===== src/hdl/tmcs_pkg.sv =====
package tmcs_pkg;

    // Register word offsets (byte addresses)
    localparam logic [7:0] TMCS_OFF_CSR0 = 8'h00;
    localparam logic [7:0] TMCS_OFF_CSR1 = 8'h04;
    localparam logic [7:0] TMCS_OFF_CSR2 = 8'h08;
    localparam logic [7:0] TMCS_OFF_CSR3 = 8'h0C;
    localparam logic [7:0] TMCS_OFF_IEN0 = 8'h10;
    localparam logic [7:0] TMCS_OFF_IEN1 = 8'h14;
    localparam logic [7:0] TMCS_OFF_IEN2 = 8'h18;
    localparam logic [7:0] TMCS_OFF_IEN3 = 8'h1C;
    localparam logic [7:0] TMCS_OFF_IRQ_STAT = 8'h20;
    localparam logic [7:0] TMCS_OFF_IRQ_MASK = 8'h24;

    // Field positions in the control/status register
    localparam int TMCS_BIT_COMPARE_FLAG_B = 7;
    localparam int TMCS_BIT_COMPARE_FLAG_A = 6;
    localparam int TMCS_BIT_OVF = 5;
    localparam int TMCS_BIT_ADC_TRIGGER_ENABLE = 4;
    localparam int TMCS_BIT_OSB = 2;
    localparam int TMCS_BIT_OSA = 0;

    // Reset values
    localparam logic [7:0] TMCS_CSR0_RST = 8'h00;
    localparam logic [7:0] TMCS_CSR_ODD_RST = 8'h10;
    localparam logic [7:0] TMCS_IEN_RST = 8'h00;
    localparam logic [11:0] TMCS_IRQ_MASK_RST = 12'h000;
    localparam logic [3:0] TMCS_ODD_CHANNELS = 4'b1010;

    // Output-select codes
    typedef enum logic [1:0] {
        TMCS_OS_KEEP,
        TMCS_OS_LOW,
        TMCS_OS_HIGH,
        TMCS_OS_TOGGLE
    } tmcs_os_t;

    // Timer events of one channel
    typedef struct packed {
        logic matchB;
        logic matchA;
        logic overflow;
    } tmcs_event_t;

endpackage


===== src/hdl/tmcs_channel.sv =====
`timescale 1ns/1ps
module tmcs_channel
    import tmcs_pkg::*;
#(
    parameter bit HAS_ADC_TRIGGER_ENABLE = 1'b0,
    parameter bit ODD_RESERVED = 1'b0
) (
    // Clock and reset
    input wire logic clk,
    input wire logic sys_rst,
    // Timer events
    input tmcs_event_t evt,
    input wire logic xferClrB,
    input wire logic xferClrA,
    // Register access
    input wire logic wrEn,
    input wire logic rdEn,
    input wire logic [7:0] wrData,
    // State
    output logic [7:0] csr,
    output logic timerOut,
    output logic adcStart
);

    logic [2:0] flags;
    logic [2:0] armed;
    logic [4:0] ctrl;
    logic [2:0] clrReq;

    // Output level after a compare event
    function automatic logic applySel(input logic [1:0] sel, input logic cur);
        case (tmcs_os_t'(sel))
            TMCS_OS_KEEP: applySel = cur;
            TMCS_OS_LOW: applySel = 1'b0;
            TMCS_OS_HIGH: applySel = 1'b1;
            TMCS_OS_TOGGLE: applySel = ~cur;
            default: applySel = cur;
        endcase
    endfunction

    // Clear needs an earlier read seeing 1, then a 0 write; events win
    always_comb begin
        clrReq[2] = (wrEn & ~wrData[TMCS_BIT_COMPARE_FLAG_B] & armed[2]) | xferClrB;
        clrReq[1] = (wrEn & ~wrData[TMCS_BIT_COMPARE_FLAG_A] & armed[1]) | xferClrA;
        clrReq[0] = wrEn & ~wrData[TMCS_BIT_OVF] & armed[0];
    end

    always_ff @(posedge clk) begin
        if (sys_rst) begin
            flags <= 3'b000;
        end else begin
            // Writing 1 never sets; set wins over clear
            flags <= (flags & ~clrReq) | {evt.matchB, evt.matchA, evt.overflow};
        end
    end

    always_ff @(posedge clk) begin
        if (sys_rst) begin
            armed <= 3'b000;
        end else if (rdEn) begin
            armed <= flags;
        end else begin
            armed <= armed & flags & ~clrReq;
        end
    end

    always_ff @(posedge clk) begin
        if (sys_rst) begin
            ctrl <= 5'b00000;
        end else if (wrEn) begin
            ctrl[3:0] <= wrData[3:0];
            ctrl[4] <= HAS_ADC_TRIGGER_ENABLE ? wrData[TMCS_BIT_ADC_TRIGGER_ENABLE] : 1'b0;
        end
    end

    always_ff @(posedge clk) begin
        if (sys_rst) begin
            timerOut <= 1'b0;
        end else if (evt.matchB && evt.matchA) begin
            timerOut <= applySel(ctrl[1:0], applySel(ctrl[3:2], timerOut));
        end else if (evt.matchB) begin
            timerOut <= applySel(ctrl[3:2], timerOut);
        end else if (evt.matchA) begin
            timerOut <= applySel(ctrl[1:0], timerOut);
        end
    end

    always_ff @(posedge clk) begin
        if (sys_rst) begin
            adcStart <= 1'b0;
        end else begin
            adcStart <= HAS_ADC_TRIGGER_ENABLE & ctrl[4] & evt.matchA;
        end
    end

    always_comb begin
        csr = {flags, ctrl};
        if (ODD_RESERVED) begin
            csr[TMCS_BIT_ADC_TRIGGER_ENABLE] = 1'b1;
        end
    end

endmodule // tmcs_channel


===== src/hdl/timer8_control_status.sv =====
// The placing of the registers and the APB interface to the registers were decided locally.
`timescale 1ns/1ps
// Overview of operation
// - Compare-B flag bit 7 sets on match B; clear by read-as-1 then write 0.
// - Compare-A flag bit 6 sets on match A; clear by read-as-1 then write 0.
// - Overflow flag bit 5 sets on FF-to-00 wrap; clear by read then write 0.
// - Transfer controller service clears compare flag when its disable-select is 0.
// - Writing 0 clears a flag, writing 1 does nothing.
// - Channel 0 bit 4 enables A/D start on match A; resets to 0.
// - Match B drives output per bits 3:2: keep, low, high, toggle.
// - Match A drives output per bits 1:0: keep, low, high, toggle.
// - Channels 1 and 3 bit 4 reads 1, writes ignored.
// - Each flag requests its interrupt only while its enable bit is 1.
module timer8_control_status
    import tmcs_pkg::*;
#(
    parameter int NUM_CH = 4
) (
    // Clock and reset
    input wire logic clk,
    input wire logic sys_rst,
    // APB slave
    input wire logic psel,
    input wire logic penable,
    input wire logic pwrite,
    input wire logic [7:0] paddr,
    input wire logic [31:0] pwdata,
    output logic [31:0] prdata,
    output logic pready,
    output logic pslverr,
    // Timer events per channel
    input tmcs_event_t [NUM_CH-1:0] timerEvt,
    // Transfer controller service, per channel
    input wire logic [NUM_CH-1:0] xferStartB,
    input wire logic [NUM_CH-1:0] xferStartA,
    input wire logic [NUM_CH-1:0] xferDisableSel,
    // Outputs
    output logic [NUM_CH-1:0] timerOut,
    output logic adcStart,
    output logic [NUM_CH-1:0] compareIrqB,
    output logic [NUM_CH-1:0] compareIrqA,
    output logic [NUM_CH-1:0] overflowIrq,
    output logic irq
);

    logic [NUM_CH-1:0][7:0] csr;
    logic [NUM_CH-1:0][2:0] irqEnable;
    logic [NUM_CH-1:0] adcReq;
    logic [3*NUM_CH-1:0] irqStat;
    logic [3*NUM_CH-1:0] irqMask;
    logic [3*NUM_CH-1:0] newEvt;
    logic [31:0] next_prdata;
    logic access;
    logic wrAcc;
    logic rdAcc;
    logic mapped;

    // Channel index of a status offset, or NUM_CH when none
    function automatic int csrIndex(input logic [7:0] addr);
        csrIndex = NUM_CH;
        case (addr)
            TMCS_OFF_CSR0: csrIndex = 0;
            TMCS_OFF_CSR1: csrIndex = 1;
            TMCS_OFF_CSR2: csrIndex = 2;
            TMCS_OFF_CSR3: csrIndex = 3;
            default: csrIndex = NUM_CH;
        endcase
    endfunction

    function automatic int ienIndex(input logic [7:0] addr);
        ienIndex = NUM_CH;
        case (addr)
            TMCS_OFF_IEN0: ienIndex = 0;
            TMCS_OFF_IEN1: ienIndex = 1;
            TMCS_OFF_IEN2: ienIndex = 2;
            TMCS_OFF_IEN3: ienIndex = 3;
            default: ienIndex = NUM_CH;
        endcase
    endfunction

    // Zero-wait APB
    assign access = psel & penable;
    assign wrAcc = access & pwrite;
    // Reads act at setup, where read data is captured: arming and clear see what was read
    assign rdAcc = psel & ~penable & ~pwrite;
    assign pready = 1'b1;
    assign mapped = (csrIndex(paddr) < NUM_CH) || (ienIndex(paddr) < NUM_CH)
        || (paddr == TMCS_OFF_IRQ_STAT) || (paddr == TMCS_OFF_IRQ_MASK);
    assign pslverr = access & ~mapped;

    genvar ch;
    generate
        for (ch = 0; ch < NUM_CH; ch++) begin : g_ch
            logic chWr;
            logic chRd;
            assign chWr = wrAcc && (csrIndex(paddr) == ch);
            assign chRd = rdAcc && (csrIndex(paddr) == ch);

            tmcs_channel #(
                .HAS_ADC_TRIGGER_ENABLE(ch == 0),
                .ODD_RESERVED(TMCS_ODD_CHANNELS[ch % 4])
            ) u_channel (
                .clk(clk),
                .sys_rst(sys_rst),
                .evt(timerEvt[ch]),
                .xferClrB(xferStartB[ch] & ~xferDisableSel[ch]),
                .xferClrA(xferStartA[ch] & ~xferDisableSel[ch]),
                .wrEn(chWr),
                .rdEn(chRd),
                .wrData(pwdata[7:0]),
                .csr(csr[ch]),
                .timerOut(timerOut[ch]),
                .adcStart(adcReq[ch])
            );

            // Interrupt enables: bit 2 compare B, bit 1 compare A, bit 0 overflow
            always_ff @(posedge clk) begin
                if (sys_rst) begin
                    irqEnable[ch] <= TMCS_IEN_RST[2:0];
                end else if (wrAcc && (ienIndex(paddr) == ch)) begin
                    irqEnable[ch] <= pwdata[2:0];
                end
            end

            assign compareIrqB[ch] = csr[ch][TMCS_BIT_COMPARE_FLAG_B] & irqEnable[ch][2];
            assign compareIrqA[ch] = csr[ch][TMCS_BIT_COMPARE_FLAG_A] & irqEnable[ch][1];
            assign overflowIrq[ch] = csr[ch][TMCS_BIT_OVF] & irqEnable[ch][0];
            assign newEvt[3*ch +: 3] = {timerEvt[ch].matchB, timerEvt[ch].matchA,
                timerEvt[ch].overflow};
        end
    endgenerate

    assign adcStart = adcReq[0];

    // Sticky event summary, cleared by read; new events win
    always_ff @(posedge clk) begin
        if (sys_rst) begin
            irqStat <= '0;
        end else if (rdAcc && paddr == TMCS_OFF_IRQ_STAT) begin
            irqStat <= newEvt;
        end else begin
            irqStat <= irqStat | newEvt;
        end
    end

    always_ff @(posedge clk) begin
        if (sys_rst) begin
            irqMask <= TMCS_IRQ_MASK_RST[3*NUM_CH-1:0];
        end else if (wrAcc && paddr == TMCS_OFF_IRQ_MASK) begin
            irqMask <= pwdata[3*NUM_CH-1:0];
        end
    end

    assign irq = |(irqStat & irqMask);

    // Read data registered at the setup phase, valid during access
    always_comb begin
        next_prdata = 32'h0000_0000;
        if (csrIndex(paddr) < NUM_CH) begin
            next_prdata[7:0] = csr[csrIndex(paddr)];
        end else if (ienIndex(paddr) < NUM_CH) begin
            next_prdata[2:0] = irqEnable[ienIndex(paddr)];
        end else if (paddr == TMCS_OFF_IRQ_STAT) begin
            next_prdata[3*NUM_CH-1:0] = irqStat;
        end else if (paddr == TMCS_OFF_IRQ_MASK) begin
            next_prdata[3*NUM_CH-1:0] = irqMask;
        end
    end

    always_ff @(posedge clk) begin
        if (sys_rst) begin
            prdata <= 32'h0000_0000;
        end else if (psel && !penable) begin
            prdata <= next_prdata;
        end
    end

endmodule // timer8_control_status


===== config.mk =====
export PLATFORM = sky130hd
export DESIGN_NAME = timer8_control_status
export DESIGN_NICKNAME = d
export VERILOG_FILES = /design/src/hdl/tmcs_pkg.sv /design/src/hdl/tmcs_channel.sv /design/src/hdl/timer8_control_status.sv
export SDC_FILE = /design/constraint.sdc
export NUM_CORES = 1
export LEC_CHECK = 0
export BUFFER_PORTS_ARGS = -buffer_cell sky130_fd_sc_hd__buf_2
export CORE_MARGIN = 5
export CORE_UTILIZATION = 30
export CTS_CLUSTER_DIAMETER = 40
export CTS_CLUSTER_SIZE = 28
export DETAILED_ROUTE_END_ITERATION = 8
export HOLD_SLACK_MARGIN = 0.02
export PLACE_DENSITY = 0.58
export SLEW_MARGIN = 20
export SYNTH_ARGS = -nofsm -noshare
export SYNTH_HDL_FRONTEND = slang
export SYNTH_SLANG_ARGS = --single-unit

===== constraint.sdc =====
create_clock -name clk -period 1.85 [get_ports clk]
set_input_delay 0.0925 -clock clk [delete_from_list [all_inputs] [get_ports clk]]
set_output_delay 0.0925 -clock clk [all_outputs]
set_load 0.02 [all_outputs]

[Word-level counts from Yosys, hierarchy flattened]
Cells that the tools add are included.
Widths: inputs -> output; s select.
Word-level totals
  logic and storage cells: 269
  flip-flop bits (word level): 94
  input bits: 69
  output and inout bits: 52
Operators by class
  reduce and logical (&&, ||, !) cells: 43
  $lt $le $gt $ge: 5
  mux-type cells: 56
  equality and inequality tests: 43
  bitwise logic cells: 98
Operators with widths (count)
  $lt 32x4->1 const B: 5
  $mux 32: 5
  $eq 32x3->1 const B: 4
  $eq 32x2->1 const B: 2
  $logic_not 32->1: 2
  $and 1x1->1: 50
  $and 3x3->3: 12
  $mux 12: 3
  $eq 2x2->1 const B: 16
  $eq 8x5->1 const B: 4
  $pmux 1 s4: 8
  $mux 8: 3
  $pmux 3 s4: 2
  $mux 3: 7
  $mux 1: 20
  $logic_and 1x1->1: 19
  $not 1->1: 18
  $bmux 8 s2: 1
  $eq 2x1->1 const B: 8
  $eq 8x4->1 const B: 2
  $eq 8x6->1 const B: 2
  $logic_not 2->1: 8
  $and 12x12->12: 1
  $ne 3x2->1 const B: 4
  other kinds (15): 39

[Longest topological paths before layout]
  depth after elaboration: 12
  gate-level depth with buffers: 7
  gate-level depth less buffers: 4

[By module]
Synthesis repeated with hierarchy kept, for this count alone.
Unflattened totals
  cell total of the unflattened synthesis: 503
  area total of the unflattened synthesis: 4660.7 um^2
Modules (own cells, without submodules)
  timer8_control_status: seq. area each 960.9 um^2, times used 1, cells an instance 306, area an instance 2765.2 um^2
  tmcs_channel at g_ch[1].u_channel ...: seq. area each 220.2 um^2, times used 2, cells an instance 49, area an instance 460.4 um^2
  tmcs_channel at g_ch[0].u_channel: seq. area each 260.2 um^2, times used 1, cells an instance 51, area an instance 518.0 um^2
  tmcs_channel at g_ch[2].u_channel: seq. area each 220.2 um^2, times used 1, cells an instance 48, area an instance 456.7 um^2

[Least setup slack after synthesis]
OpenSTA, ideal clock, no wires.
  path type: input port to output port
  from: input paddr[3]
  to: output pslverr
  arrival time: 1507 ps
  path buffers: 2
  cell stages on the path: 5
  required time: 1757 ps
  path slack: 250 ps
  cells stage by stage: clkbuf_1 -> buf_2 -> nor3_1 -> and2_1 -> a211oi_1
Between the ends
  cells in the longest elaborated chain, start to end: 8
  elaborated cells on any way between the ends: 19
  those cells by class: 2 x order compare; 9 x eq/ne; 2 x mux; 2 x bitwise; 4 x reduce/logical
RTL lines
  from (decl): RTL line timer8_control_status.sv:26  | input wire logic [7:0] paddr,
  $eq 8x4->1, or another cell as far along: RTL line timer8_control_status.sv:61  | case (addr)
  $pmux 3 s4, on equally long branches: RTL line timer8_control_status.sv:61, timer8_control_status.sv:72
  $lt 32x4->1: RTL line timer8_control_status.sv:87  | assign mapped = (csrIndex(paddr) < NUM_CH) || (ienIndex(paddr) < NUM_CH)
  $logic_or 1x1->1: RTL line timer8_control_status.sv:87
  $logic_or 1x1->1: RTL line timer8_control_status.sv:88  | || (paddr == TMCS_OFF_IRQ_STAT) || (paddr == TMCS_OFF_IRQ_MASK);
  $logic_or 1x1->1 (*): RTL line timer8_control_status.sv:88
  $not 1->1 (*): RTL line timer8_control_status.sv:89  | assign pslverr = access & ~mapped;
  $and 1x1->1 (*): RTL line timer8_control_status.sv:89
  to (decl): RTL line timer8_control_status.sv:30  | output logic pslverr,
Every way passes the cells marked *; elsewhere a longest branch is shown, timed or not.

[Worst setup path in the final report]
  from: register irqStat[9]
  to: output irq
Between the ends
  cells in the longest elaborated chain, start to end: 2
RTL lines
  from (decl): RTL line timer8_control_status.sv:49  | logic [3*NUM_CH-1:0] irqStat;
  from (signal assigned): RTL line timer8_control_status.sv:140  | irqStat <= newEvt;
  from (signal assigned): RTL line timer8_control_status.sv:142  | irqStat <= irqStat | newEvt;
  $and 12x12->12: RTL line timer8_control_status.sv:154  | assign irq = |(irqStat & irqMask);
  $reduce_or 12->1: RTL line timer8_control_status.sv:154
  to (decl): RTL line timer8_control_status.sv:43  | output logic irq
No other way between the ends.

==> flow_metrics.env <==
export IMPL_cts_made_buffers=9
export IMPL_cts_hold_buf=9
export IMPL_required_ps=1760
export IMPL_vias_per_cell=5.21
export IMPL_worstReg2RegStart="irqEnable[9]"
export IMPL_hold_class="input pin to register"
export IMPL_report_final_slew_viol_count=0
export IMPL_cts_root_buffer="clkbuf_16"
export IMPL_fin_setup_tns_ps=0
export IMPL_coreArea_um2=15100
export IMPL_post_cts_buffers=0
export IMPL_post_place_ws_ps=50.6
export IMPL_yosysTopAreaCell="dfxtp_1"
export IMPL_synth_warnings=0
export IMPL_relSlewSlack=0.579
export IMPL_die_area_um2=18000
export IMPL_dpl_cell_count=756
export IMPL_die_h_um=134
export IMPL_place_hpwl_um=11100
export IMPL_endpoint_kind="output pin"
export IMPL_start_util=0.305
export IMPL_rows=45
export IMPL_max_cap_violations=0
export IMPL_die_w_um=134
export IMPL_dr_pass1_iters=4
export IMPL_final_net_count=657
export IMPL_cts_path_max_buffers=2
export IMPL_synth_top_area_share=0.408
export IMPL_synth_avg_cell_area_um2=9.14
export IMPL_synthFlopType="dfxtp_1"
export IMPL_synth_edf_count=0
export IMPL_post_drt_wl_per_cell_um=18.7
export IMPL_path_buf_inv=1
export IMPL_drtIter0Drc=324
export IMPL_yosysMostFrequentCell="dfxtp_1"
export IMPL_via_count=4072
export IMPL_io_buffer_count=79
export IMPL_synth_async_reset_ratio=0
export IMPL_p_leak_nw=2.45
export IMPL_io_pins=121
export IMPL_cp_slowest_cell="dfxtp_1"
export IMPL_cts_resized=0
export IMPL_gr_usage_all_layers=0.164
export IMPL_cp_arrival_ps=1480
export IMPL_hold_viol=0
export IMPL_clkLatencyLatePin_ps=350
export IMPL_skew_ps=16.9
export IMPL_drcViolationCount=0
export IMPL_grt_max_degree=59
export IMPL_grt_pass1_vias=4079
export IMPL_cp_top_family="compound AO/OA/AOI/OAI gates"
export IMPL_power_total_mw=4.34
export IMPL_cts_sinks=94
export IMPL_ys_types=47
export IMPL_tightest_slew_ps=623
export IMPL_yosysSeqAreaShare=0.408
export IMPL_setup_violations=0
export IMPL_cp_startpoint="irqStat[9]"
export IMPL_fin_crit_sh=0.852
export IMPL_ant_nets=0
export IMPL_synthTopCellsByCount="94 x dfxtp_1, 70 x nor2_1, 41 x mux2i_1"
export IMPL_min_from="timerEvt[4]"
export IMPL_cts_tree="done"
export IMPL_fin_ws_ps=273
export IMPL_clk_pin_slew_ps=80
export IMPL_startpoint_type="register"
export IMPL_antenna_found_initial=0
export IMPL_netlist_area_um2=4620
export IMPL_path_cells="a22o_1 -> a221oi_1 -> nand3_1 -> buf_2"
export IMPL_peakVddDrop_mv=0.439
export IMPL_ys_seq_elements=94
export IMPL_synth_area_leaders="dfxtp_1 41%, mux2i_1 8.9%, nor2_1 5.7%, buf_4 4.1%, a21oi_1 4.0%"
export IMPL_syn_inst=505
export IMPL_grt_overflow_total=0
export IMPL_gp_congestion=0.900
export IMPL_area_growth_pct=19.9
export IMPL_layoutNonFillerInstCount=781
export IMPL_n_fill_cell=1541
export IMPL_path_class="register to output pin"
export IMPL_grt_pass1_wl_um=22800
export IMPL_fmax_mhz=634
export IMPL_htree_levels=3
export IMPL_period_needed_ps=1580
export IMPL_hold_slack_ps=35.8
export IMPL_status="finished, final reports clean"
export IMPL_drive_gt1_frac=0.239
export IMPL_critPathMaxStageDelay_ps=340
export IMPL_cellPowerDensity_nw_per_um2=785
export IMPL_totalWireLength_um=14600
export IMPL_crit_fanout=3
export IMPL_rsz0062_at_grt="no"
export IMPL_diodes=0
flip-flops by register name, summed over array words and instances (netlist names), 4 cells and up:
register,flops
g_ch.u_channel.timerOut,4
irqMask,12
g_ch.u_channel.ctrl,17
g_ch.u_channel.armed,12
irqStat,12
g_ch.u_channel.flags,12
irqEnable,12
prdata,12
through the flow:
step,instance area (um^2),util
finish,5540,0.365
floorplan,4690,-
global route,5540,0.365
global placement,5160,0.341
CTS,5540,0.365
detailed placement,5160,0.341
worst register-to-register path, cell delays in order, from the launching register on:
cell      delay [ps]
dfxtp_1          320
mux4_2           460
and3_1           210
a211oi_1         230
o32ai_1          120
worst paths after layout:
check / endpoint / slack [ps] / cells past startpoint
hold reg to reg: g_ch[0].u_channel.flags[0] / 450 / 1
hold / removal: g_ch[1].u_channel.timerOut / 40 / 2
setup reg to reg: prdata[0] / 380 / 4
setup / recovery: irq / 270 / 4
where the power goes:
part / internal (mW) / switching [mW] / leakage, nW
Sequential: 2.07 / 0.0478 / 0.766
Clock: 0.961 / 0.829 / 0.133
Combinational: 0.163 / 0.276 / 1.55
Total: 3.19 / 1.15 / 2.45
kinds of logic after synthesis:
family / Yosys count / synth area share
buffers and inverters: 68 / 0.0778
muxes: 60 / 0.150
other: 2 / 0.00163
DFF: 94 / 0.408
and+or+nand+nor: 175 / 0.205
AOI/OAI and AO/OA: 106 / 0.158
cell type report:
type	instances	area (um^2)	area share
multi-input cells	362	2450	0.442
flip-flops and latches	94	1880	0.340
inverters	12	45.0	0.00814
repair buffers	109	643	0.116
clock buffers	11	243	0.0439
clock inverters	5	41.3	0.00746
well taps	188	235	0.0425
per-layer routing:
metal,global-route usage,vias to the layer above,routed length [um]
li1,-,1945,-
met1,0.212,1956,6320
met2,0.262,154,6790
met3,0.0439,17,1250
met4,0.0622,0,258
met5,0,-,0
cells in the final DEF, fill, tap and decap left out, types with 9 or more instances in the layout:
cell type and instances:
buf_4 21, mux2_2 13, nand3b_1 9, a22oi_1 11
a21oi_1 37, nand2_1 16, mux2i_1 41, conb_1 21
nor2_1 70, clkbuf_16 9, dlygate4sd3_1 9, and2_1 13
dfxtp_1 94, inv_1 12, nand2b_1 17, buf_2 79
nand3_1 23
Note: power is estimated with default switching activity, not from simulation.
